==> src/can_tx_status_pkg.sv <==
// Purpose: Shared constants and carriers for the transmit buffer status block.
// Assumes: 32-bit APB with word-aligned registers.
// Notes:   Offsets are byte addresses.
package can_tx_status_pkg;

  localparam int unsigned NUM_BUFS = 3;

  localparam logic [11:0] OFF_TX_FLAG      = 12'h000;
  localparam logic [11:0] OFF_TX_IRQ_EN    = 12'h004;
  localparam logic [11:0] OFF_TX_ABORT_REQ = 12'h008;
  localparam logic [11:0] OFF_TX_ABORT_ACK = 12'h00c;
  localparam logic [11:0] OFF_MODE_CTRL    = 12'h010;
  localparam logic [11:0] OFF_MODE_STATUS  = 12'h014;

  localparam int unsigned MODE_INIT_REQ_BIT    = 0;
  localparam int unsigned MODE_LISTEN_BIT      = 1;
  localparam int unsigned STATUS_INIT_ACK_BIT  = 0;
  localparam int unsigned STATUS_TX_ACTIVE_BIT = 1;

  localparam logic [2:0] RST_EMPTY_FLAGS = 3'h7;
  localparam logic [2:0] RST_IRQ_ENABLES = 3'h0;
  localparam logic [2:0] RST_ABORT_REQ   = 3'h0;
  localparam logic [2:0] RST_ABORT_ACK   = 3'h0;
  localparam logic [1:0] RST_MODE_CTRL   = 2'h1;

  // Per-buffer events from the frame engine, each a one-cycle pulse.
  typedef struct packed {
    logic [2:0] sent;
    logic [2:0] abort_done;
    logic [2:0] started;
  } engine_evt_s;

  typedef struct packed {
    logic        psel;
    logic        penable;
    logic        pwrite;
    logic [11:0] paddr;
    logic [31:0] pwdata;
  } apb_req_s;

endpackage

==> src/can_tx_buffer_status_abort.sv <==
// Purpose: Transmit buffer empty flags, interrupt enables and abort handshake.
// Assumes: One 125 MHz clock; engine events are synchronous one-cycle pulses.
// Notes:   APB answers with zero wait states; pslverr on unmapped addresses.
//
// How it works
// - One empty flag per buffer; 1 means empty and not scheduled.
// - Successful transmission sets the buffer's empty flag.
// - A successful abort also sets the buffer's empty flag.
// - Interrupt stays high while some empty flag and its enable are set.
// - Clearing an empty flag clears that buffer's abort acknowledge.
// - Setting an empty flag for any cause clears its abort request.
// - Listen-only mode ignores flag clears and starts no transmission.
// - Buffer content access is blocked while the buffer is scheduled.
// - Writing 1 clears an empty flag, writing 0 does nothing; reads anytime.
// - Initialization mode holds all four registers at reset values.
// - One empty interrupt enable per buffer; 0 masks that buffer.
// - Abort granted only before start or after lost arbitration or error.
// - Granted abort sets empty and acknowledge flags and may interrupt.
// - Abort request is set by software, cleared only by hardware.
// - Abort acknowledge is read-only: 1 aborted, 0 sent.
`timescale 1ns/1ps
`default_nettype none

module can_tx_buffer_status_abort
  import can_tx_status_pkg::*;
(
  input  wire logic                clk_i,
  input  wire logic                srst_i,
  input  wire logic                psel_i,
  input  wire logic                penable_i,
  input  wire logic                pwrite_i,
  input  wire logic [11:0]         paddr_i,
  input  wire logic [31:0]         pwdata_i,
  input  wire logic [3:0]          pstrb_i,
  output logic      [31:0]         prdata_o,
  output logic                     pready_o,
  output logic                     pslverr_o,
  input  wire logic                init_mode_acknowledge_i,
  input  wire engine_evt_s         engine_evt_i,
  input  wire logic [NUM_BUFS-1:0] tx_failed_i,
  output logic      [NUM_BUFS-1:0] tx_schedule_o,
  output logic      [NUM_BUFS-1:0] abort_grant_o,
  output logic      [NUM_BUFS-1:0] buf_access_block_o,
  output logic                     init_mode_request_o,
  output logic                     tx_irq_o
);

  // ****************************************************************
  // Register state
  // ****************************************************************
  logic [NUM_BUFS-1:0] buffer_empty_flag_ff;
  logic [NUM_BUFS-1:0] empty_irq_enable_ff;
  logic [NUM_BUFS-1:0] abort_request_ff;
  logic [NUM_BUFS-1:0] abort_acknowledge_ff;
  logic [NUM_BUFS-1:0] in_flight_ff;
  logic [NUM_BUFS-1:0] nxt_empty;
  logic [NUM_BUFS-1:0] nxt_abort_req;
  logic [NUM_BUFS-1:0] nxt_abort_ack;
  logic [NUM_BUFS-1:0] set_empty;
  logic [NUM_BUFS-1:0] clr_empty;
  logic [NUM_BUFS-1:0] grant;
  logic                init_req_ff;
  logic                listen_ff;
  logic                init_active;
  logic                wr_open;
  logic                wr_acc;
  logic                rd_acc;
  logic                mapped;
  logic [31:0]         nxt_rdata;

  apb_req_s req;
  assign req = '{psel: psel_i, penable: penable_i, pwrite: pwrite_i,
                 paddr: paddr_i, pwdata: pwdata_i};

  // ****************************************************************
  // Bus decode
  // ****************************************************************
  assign init_active = init_req_ff & init_mode_acknowledge_i;
  // Writes other than mode control need both request and acknowledge low; a half-way transition blocks them.
  assign wr_open = ~init_req_ff & ~init_mode_acknowledge_i;
  assign mapped  = (req.paddr == OFF_TX_FLAG) || (req.paddr == OFF_TX_IRQ_EN) ||
                   (req.paddr == OFF_TX_ABORT_REQ) || (req.paddr == OFF_TX_ABORT_ACK) ||
                   (req.paddr == OFF_MODE_CTRL) || (req.paddr == OFF_MODE_STATUS);
  assign wr_acc  = req.psel & req.penable & req.pwrite & mapped & pstrb_i[0];
  assign rd_acc  = req.psel & ~req.penable & ~req.pwrite;

  // ****************************************************************
  // Flag update per buffer
  // ****************************************************************
  genvar b;
  generate
    for (b = 0; b < NUM_BUFS; b++) begin : g_buf
      // Abort only wins while the buffer is idle or its attempt just failed.
      assign grant[b] = abort_request_ff[b] & ~buffer_empty_flag_ff[b] &
                        (~in_flight_ff[b] | tx_failed_i[b]) & ~engine_evt_i.sent[b];
      assign set_empty[b] = engine_evt_i.sent[b] | grant[b] | engine_evt_i.abort_done[b];
      // Listen-only mode refuses the clear, so nothing gets scheduled.
      assign clr_empty[b] = wr_acc & wr_open & ~listen_ff & (req.paddr == OFF_TX_FLAG) &
                            req.pwdata[b];
      // Hardware set beats a same-cycle software clear so no completion is lost.
      assign nxt_empty[b] = set_empty[b] | (buffer_empty_flag_ff[b] & ~clr_empty[b]);
      assign nxt_abort_req[b] = set_empty[b] ? 1'b0 :
                                (abort_request_ff[b] | (wr_acc & wr_open &
                                 (req.paddr == OFF_TX_ABORT_REQ) & req.pwdata[b] &
                                 ~buffer_empty_flag_ff[b]));
      assign nxt_abort_ack[b] = (grant[b] | engine_evt_i.abort_done[b]) ? 1'b1 :
                                (engine_evt_i.sent[b] ? 1'b0 :
                                 (clr_empty[b] ? 1'b0 : abort_acknowledge_ff[b]));
    end
  endgenerate

  // ****************************************************************
  // Registers
  // ****************************************************************
  always_ff @(posedge clk_i) begin
    if (srst_i || init_active) begin
      buffer_empty_flag_ff <= RST_EMPTY_FLAGS;
      abort_request_ff     <= RST_ABORT_REQ;
      abort_acknowledge_ff <= RST_ABORT_ACK;
    end else begin
      buffer_empty_flag_ff <= nxt_empty;
      abort_request_ff     <= nxt_abort_req;
      abort_acknowledge_ff <= nxt_abort_ack;
    end
  end

  always_ff @(posedge clk_i) begin
    if (srst_i || init_active) begin
      empty_irq_enable_ff <= RST_IRQ_ENABLES;
    end else if (wr_acc && wr_open && req.paddr == OFF_TX_IRQ_EN) begin
      empty_irq_enable_ff <= req.pwdata[NUM_BUFS-1:0];
    end
  end

  // Mode control stays writable in initialization mode, else it could never be left.
  always_ff @(posedge clk_i) begin
    if (srst_i) begin
      {listen_ff, init_req_ff} <= RST_MODE_CTRL;
    end else if (wr_acc && req.paddr == OFF_MODE_CTRL) begin
      init_req_ff <= req.pwdata[MODE_INIT_REQ_BIT];
      listen_ff   <= req.pwdata[MODE_LISTEN_BIT];
    end
  end

  // An attempt is in flight from its start pulse until it ends or the buffer empties.
  always_ff @(posedge clk_i) begin
    if (srst_i || init_active) begin
      in_flight_ff <= '0;
    end else begin
      in_flight_ff <= (in_flight_ff | engine_evt_i.started) & ~nxt_empty & ~tx_failed_i;
    end
  end

  // ****************************************************************
  // Outputs toward the engine and interrupt
  // ****************************************************************
  always_ff @(posedge clk_i) begin
    if (srst_i) begin
      tx_schedule_o      <= '0;
      abort_grant_o      <= '0;
      buf_access_block_o <= '0;
      tx_irq_o           <= 1'b0;
    end else begin
      tx_schedule_o      <= listen_ff ? '0 : ~nxt_empty;
      abort_grant_o      <= grant;
      buf_access_block_o <= ~nxt_empty;
      tx_irq_o           <= |(nxt_empty & empty_irq_enable_ff);
    end
  end

  // ****************************************************************
  // Read data and answer
  // ****************************************************************
  always_comb begin
    nxt_rdata = 32'h0000_0000;
    case (req.paddr)
      OFF_TX_FLAG:      nxt_rdata[NUM_BUFS-1:0] = buffer_empty_flag_ff;
      OFF_TX_IRQ_EN:    nxt_rdata[NUM_BUFS-1:0] = empty_irq_enable_ff;
      OFF_TX_ABORT_REQ: nxt_rdata[NUM_BUFS-1:0] = abort_request_ff;
      OFF_TX_ABORT_ACK: nxt_rdata[NUM_BUFS-1:0] = abort_acknowledge_ff;
      OFF_MODE_CTRL: begin
        nxt_rdata[MODE_INIT_REQ_BIT] = init_req_ff;
        nxt_rdata[MODE_LISTEN_BIT]   = listen_ff;
      end
      OFF_MODE_STATUS: begin
        nxt_rdata[STATUS_INIT_ACK_BIT]  = init_mode_acknowledge_i;
        nxt_rdata[STATUS_TX_ACTIVE_BIT] = |in_flight_ff;
      end
      default:          nxt_rdata = 32'h0000_0000;
    endcase
  end

  // Setup phase registers the answer, so every access has exactly one access cycle.
  always_ff @(posedge clk_i) begin
    if (srst_i) begin
      prdata_o  <= 32'h0000_0000;
      pready_o  <= 1'b0;
      pslverr_o <= 1'b0;
    end else begin
      pready_o  <= req.psel & ~req.penable;
      pslverr_o <= req.psel & ~req.penable & ~mapped;
      if (rd_acc) begin
        prdata_o <= nxt_rdata;
      end
    end
  end

  assign init_mode_request_o = init_req_ff;

endmodule

`default_nettype wire

==> config.mk <==
export PLATFORM = sky130hd
export DESIGN_NAME = can_tx_buffer_status_abort
export DESIGN_NICKNAME = d
export VERILOG_FILES = /design/src/can_tx_status_pkg.sv /design/src/can_tx_buffer_status_abort.sv
export SDC_FILE = /design/constraint.sdc
export NUM_CORES = 1
export LEC_CHECK = 0
export ABC_AREA = 1
export BUFFER_PORTS_ARGS = -buffer_cell sky130_fd_sc_hd__buf_2
export CORE_MARGIN = 4
export CORE_UTILIZATION = 38
export CTS_CLUSTER_DIAMETER = 200
export DETAILED_ROUTE_END_ITERATION = 16
export PLACE_DENSITY = 0.77
export SYNTH_ARGS = -nofsm -noshare
export SYNTH_HDL_FRONTEND = slang
export SYNTH_SLANG_ARGS = --single-unit
export TNS_END_PERCENT = 1
==> constraint.sdc <==
create_clock -name clk_i -period 1.41 [get_ports clk_i]
set_input_delay 0.282 -clock clk_i [delete_from_list [all_inputs] [get_ports clk_i]]
set_output_delay 0.282 -clock clk_i [all_outputs]
set_load 0.01 [all_outputs]
==> results.py, run 1 <==
metrics = {
    "status": {
        "status": "finished clean",
    },
    "clock_tree": {
        "cts_buffer_depth": 2,
        "h-tree-depth": 2,
        "clk_pin_slew_ps": 60,
        "cts_buffers": 5,
        "clock-sinks": 32,
        "cts_tree": "built",
        "clock_latency_ps": 290,
        "clockRootBuffer": "clkbuf_8",
        "cts_hold_buffers": 0,
    },
    "die": {
        "ios": 111,
        "die_w_um": 74.1,
        "die_h_um": 74.1,
        "core_mm2": 0.00412,
        "dieArea_mm2": 0.00549,
        "initial_utilization": 0.404,
        "fp-row-count": 23,
    },
    "critical_path": {
        "cp_top_family": "simple AND/OR/NAND/NOR gates",
        "critPathArrivalTime_ps": 1530,
        "reg2reg_to": "tx_irq_o$_SDFF_PP0_",
        "worstPathMaxFanout": 5,
        "critical-path-max-stage-delay_ps": 150,
        "worstPathRequired_ps": 1600,
        "r2r_slack_ps": 90,
        "worst-path-stages": 13,
        "cp-start-kind": "primary input",
        "crit_type": "in -> reg",
        "critPathSlowestCell": "nand4_1",
        "cp-end-kind": "register",
        "timing.rr.start": "init_mode_request_o$_SDFFE_PP1P_",
        "crit_buf_inv": 2,
        "r2r_cells": 8,
        "path_cells": "buf_2 > nor2_1 > nand2_2 > nor2_4 > o21ai_2 > nand2_2 > nand4_1 > nand2_1 > nand2_2 > nand2_1 > nand3_1 > nand2_1 > inv_1",
    },
    "logic_synthesis": {
        "synthDistinctLibCells": 33,
        "async_flop_share": 0,
        "syn_area_per_cell_um2": 7.48,
        "synthFlopType": "dfxtp_1",
        "netlist_area_mm2": 0.00166,
        "ys_seq_area_frac": 0.386,
        "synth_cells": 222,
        "ys_ff_latch": 32,
        "synth-edff-count": 0,
        "yosysWarnings": 0,
    },
    "drt": {
        "first_pass_iters": 4,
        "wire_per_inst_um": 11.7,
        "num_vias": 1629,
        "vias_per_cell": 4.56,
        "drcViolationCount": 0,
        "totalWireLength_um": 4190,
        "antenna_left": 0,
        "drtIter0Drc": 137,
    },
    "global_route": {
        "grt_pass1_vias": 1568,
        "grt_first_pass_wirelength_um": 6720,
        "grt.total_usage": 0.159,
        "grt_max_degree": 12,
        "met1_usage": 0.189,
        "grt.met3_usage": 0.0581,
        "top_usage_layer": "met2",
        "grt_util_met2": 0.268,
        "overflow": 0,
        "antenna_found_initial": 0,
    },
    "timing": {
        "clock_skew_ps": 5.80,
        "fin_crit_ps": 1340,
        "final_max_slew_viol_count": 0,
        "hold_viol_final": 0,
        "finalSetupViolCount": 0,
        "post-route-period-util": 0.950,
        "holdWs_ps": 250,
        "fmax_mhz": 747,
    },
    "placed_design": {
        "place.gp.congestion": 0.901,
        "port_buffers": 49,
        "dpl.hpwl_um": 3320,
    },
    "finish": {
        "fill_cells": 399,
        "layout-drive-gt1-share": 0.358,
        "nets": 372,
        "areaGrowthSynthToFinish_pct": 36.4,
        "diodes": 0,
    },
    "job": {
        "maxCapViolations": 0,
    },
    "hold_path": {
        "min_to": "in_flight_ff[0]$_SDFF_PP0_",
        "hold_depth": 3,
        "hold_start": "engine_evt_i[0]",
        "min_path_type": "in -> reg",
    },
    "pwr": {
        "power_density_mw_per_mm2": 884,
        "p_leak_nw": 1.18,
        "p_total_mw": 2.00,
        "peakVddDrop_uv": 482,
    },
}
==> per-stage QoR <==
step,setup TNS [ps],utilization,worst slack (ps),instance area [um2],instances
after CTS,0,0.526,60.5,2160,354
after global placement,-2350,0.500,-201,2060,346
final,0,0.551,70.6,2270,357
after global routing,-29.0,0.551,-29.0,2270,357
after detailed placement,-2880,0.500,-228,2060,346
after floorplan,0,-,24.1,1770,250
==> state kept, by name, summed over array words and instances, names as in the netlist, 3 cells and up <==
| register | flops |
|---|---|
| in_flight_ff | 3 |
| prdata_o | 3 |
| abort_request_ff | 3 |
| abort_grant_o | 3 |
| buf_access_block_o | 3 |
| abort_acknowledge_ff | 3 |
| tx_schedule_o | 3 |
| buffer_empty_flag_ff | 3 |
| empty_irq_enable_ff | 3 |
==> Yosys cell counts, types with 3 or more instances <==
cell	count	area, um2
a211oi_1	3	22.5
a21oi_1	9	45.0
a31oi_1	3	18.8
buf_4	29	218
dfxtp_1	32	641
inv_1	27	101
inv_2	3	11.3
nand2_1	29	109
nand2_2	5	31.3
nand3_1	9	45.0
nand4_1	8	50.1
nor2_1	23	86.3
nor2_2	5	31.3
nor3_1	5	25.0
o21ai_0	7	35.0
o21ai_1	4	20.0
==> placed cells by master (no fill, tap or decap), types with 2 or more instances in the layout <==
cell       Yosys  final
nor2_4         1      7
a21oi_1        9      9
nand2_4        1      3
inv_1         27     27
nand3_1        9      9
o21ai_1        4      3
inv_2          3      3
a31oi_1        3      3
conb_1         1     29
nand2_1       29     26
a211oi_1       3      3
o211ai_1       2      2
dfxtp_1       32     32
nor3_1         5      4
buf_6          0      3
o21ai_0        7      7
buf_2          0     46
o2111ai_1      2      2
nor2_1        23     21
buf_4         29     30
clkbuf_8       0      5
o31ai_1        2      2
clkinv_1       2      2
nand2_2        5      6
nand4_1        8      8
==> how the worst max path moves through the flow <==
stage                          startpoint                  end  slack [ps]
5_1_grt                        paddr_i[5]  tx_irq_o$_SDFF_PP0_         -30
2_1_floorplan                 paddr_i[11]  tx_irq_o$_SDFF_PP0_          20
6_report                       paddr_i[5]  tx_irq_o$_SDFF_PP0_          70
3_3_place_gp                  paddr_i[11]  tx_irq_o$_SDFF_PP0_        -200
3_5_place_dp                  paddr_i[11]  tx_irq_o$_SDFF_PP0_        -230
4_1_cts        in_flight_ff[0]$_SDFF_PP0_  tx_irq_o$_SDFF_PP0_          60
==> cell type report <==
type / count / area [um2] / share of cell area
clock buffers: 6 / 72.6 / 0.0320
clock inverters: 2 / 35.0 / 0.0155
inverters: 32 / 120 / 0.0530
multi-input cells: 156 / 846 / 0.373
flip-flops and latches: 32 / 641 / 0.283
well taps: 50 / 62.6 / 0.0276
repair buffers: 79 / 489 / 0.216
==> power by group <==
group	total (mW)	leakage (nW)	switching, mW	internal (mW)
clock	0.862	0.0552	0.338	0.524
combinational	0.223	0.862	0.135	0.0884
sequential	0.917	0.259	0.00412	0.913
==> routing by layer <==
metal | wire (um) | vias up | part of all wire
met2 | 2070 | 67 | 0.49
met4 | 40 | 0 | 0.0095
met3 | 451 | 7 | 0.11
met1 | 1630 | 719 | 0.39
li1 | - | 836 | -
met5 | 0 | - | 0
==> kinds of logic (layout without fill, tap and decap cells) <==
kind of cell | after synthesis | count (layout) | share of synthesized area
flops | 32 | 32 | 0.386
buf+inv | 62 | 119 | 0.206
simple gates | 91 | 91 | 0.275
other cells | 1 | 29 | 0.00226
compound gates | 36 | 36 | 0.132
==> worst register-to-register path: cells and delay by family (launching register included) <==
family	cells	cell delay (ps)
DFF	1	340
buffers and inverters	1	40
and+or+nand+nor	7	830
==> timing repair <==
item	in CTS	in global routing
endpoints found under the setup margin	0	6
buffers inserted	0	3
gates resized for setup	0	18
No activity file was read; power rests on OpenSTA's default activity.
==> run 2, diff against run 1 <==
- PLACE_DENSITY: 0.77 -> 0.87
==> run 2 against run 1 <==
Effect of this change: critical path type unchanged; largest cell class unchanged; non-clock buffer count down 4; highest routed layer unchanged; final cell count down 1.1%; cell area down 3.9%.
==> results.py, run 2 (synthesis gave the netlist of run 1 again) <==
metrics = {
    "timing": {
        "final_max_slew_viol_count": 0,
        "fmax_mhz": 772,
        "post-route-period-util": 0.919,
        "fin_crit_ps": 1300,
        "finalSetupViolCount": 0,
        "clock_skew_ps": 6.64,
        "hold_viol_final": 0,
    },
    "pwr": {
        "p_clk_frac": 0.391,
        "p_leak_nw": 1.12,
        "pwr-share-comb": 0.112,
        "p_int_mw": 1.39,
        "pwr-share-seq": 0.497,
        "peakVddDrop_uv": 614,
        "swShare": 0.248,
        "power_density_mw_per_mm2": 847,
        "p_sw_uw": 456,
        "p_total_mw": 1.84,
    },
    "drt": {
        "vias_per_cell": 4.64,
        "totalWireLength_um": 4020,
        "wire_per_inst_um": 11.4,
        "drtIter0Drc": 131,
        "drcViolationCount": 0,
        "first_pass_iters": 4,
        "antenna_left": 0,
        "num_vias": 1637,
    },
    "clock_tree": {
        "clockRootBuffer": "clkbuf_8",
        "cts_hold_buffers": 0,
        "h-tree-depth": 2,
        "cts_buffer_depth": 2,
        "clock_latency_ps": 280,
        "cts_tree": "built",
        "cts_buffers": 5,
        "clock-sinks": 32,
        "clk_pin_slew_ps": 60,
    },
    "die": {
        "dieArea_mm2": 0.00549,
        "ios": 111,
        "die_h_um": 74.1,
        "fp-row-count": 23,
        "die_w_um": 74.1,
        "initial_utilization": 0.404,
        "core_mm2": 0.00412,
    },
    "finish": {
        "diodes": 0,
        "fin_area_mm2": 0.00218,
        "final_util": 0.529,
        "layout_common_cells": "buf_2, dfxtp_1, conb_1",
        "areaGrowthSynthToFinish_pct": 31.1,
        "nets": 368,
        "fill_cells": 403,
        "final_common_cell": "buf_2",
        "final_cells": 353,
        "layout-drive-gt1-share": 0.356,
    },
    "placed_design": {
        "place_area_mm2": 0.00204,
        "port_buffers": 49,
        "place.gp.congestion": 0.956,
        "dpl.hpwl_um": 3310,
        "placed_cells": 344,
    },
    "global_route": {
        "grt_pass1_vias": 1498,
        "antenna_found_initial": 0,
        "overflow": 0,
        "grt_first_pass_wirelength_um": 6150,
        "grt_max_degree": 12,
        "grt.total_usage": 0.148,
    },
    "critical_path": {
        "r2r_slack_ps": 140,
        "critPathArrivalTime_ps": 1480,
        "crit_type": "in -> reg",
        "worstPathMaxFanout": 5,
        "cp-start-kind": "primary input",
        "worstPathRequired_ps": 1600,
        "cp-end-kind": "register",
    },
    "hold_path": {
        "min_path_type": "in -> reg",
    },
    "job": {
        "maxCapViolations": 0,
    },
    "status": {
        "status": "finished clean",
    },
}
==> run 2: changes by cell type in the layout (fill, tap and decap cells not counted) <==
cell        delta
clkinvlp_4     +1
bufinv_16      -1
nand2_4        -2
buf_4          -4
nor2_2         +4
nand2_1        -2
buf_2          +3
buf_6          -3
nor2_4         -4
clkinv_2       -1
clkbuf_8       +1
nand2_2        +4
==> run 2: stage by stage <==
| stage | worst slack, ps | TNS, ps | hold slack, ps |
|---|---|---|---|
| after floorplan | 24.1 | 0 | 412 |
| after global placement | -195 | -2170 | 463 |
| after detailed placement | -242 | -3220 | 482 |
| after CTS | 62.7 | 0 | 246 |
| after global routing | -38.8 | -60.9 | 258 |
| final | 115 | 0 | 253 |
==> run 2: routing by layer <==
metal / vias up / routed length, um / GRT usage
met3: 6 / 503 / 0.0595
li1: 831 / - / -
met5: - / 0 / 0
met1: 716 / 1490 / 0.163
met4: 0 / 43 / 0.0423
met2: 84 / 1980 / 0.262
==> run 2: path summary, 6_finish.rpt <==
| path | from | endpoint | cells after the start |
|---|---|---|---|
| worst min-delay path | engine_evt_i[1] | in_flight_ff[1]$_SDFF_PP0_ | 3 |
| worst max register to register | init_mode_request_o$_SDFFE_PP1P_ | tx_irq_o$_SDFF_PP0_ | 8 |
| worst max-delay path | paddr_i[9] | tx_irq_o$_SDFF_PP0_ | 13 |
| worst min register to register | abort_request_ff[1]$_SDFF_PP0_ | abort_request_ff[1]$_SDFF_PP0_ | 2 |
==> run 2: cell type report <==
type,instances,area (um2),share of cell area
repair buffers,75,440,0.202
well taps,50,62.6,0.0287
clock inverters,1,7.51,0.00345
flip-flops and latches,32,641,0.294
multi-input cells,156,821,0.377
inverters,32,120,0.0551
clock buffers,7,86.3,0.0396
==> run 2: power by group through the flow <==
stage | Combinational (mW) | Sequential, mW | Clock, mW
finish | 0.207 | 0.917 | 0.721
global route | 0.230 | 0.917 | 0.778
CTS | 0.197 | 0.917 | 0.748
detailed placement | 0.196 | 0.937 | 0
global placement | 0.191 | 0.937 | 0
floorplan | 0.155 | 0.938 | 0
==> run 2: worst max-delay path, stage by stage <==
cell and delay (ps):
buf_2 100, nor2_2 100, nand2_2 120, nor2_2 140
o21ai_2 80, nand2_2 110, nand4_1 120, nand2_1 130
nand2_2 80, nand2_2 60, nand3_1 70, nand2_1 60
inv_1 30
==> run 2: repair_timing <==
| action | CTS | global route |
|---|---|---|
| setup endpoints to repair | 0 | 13 |
| setup buffers | 0 | 1 |
| gates resized for setup | 0 | 11 |
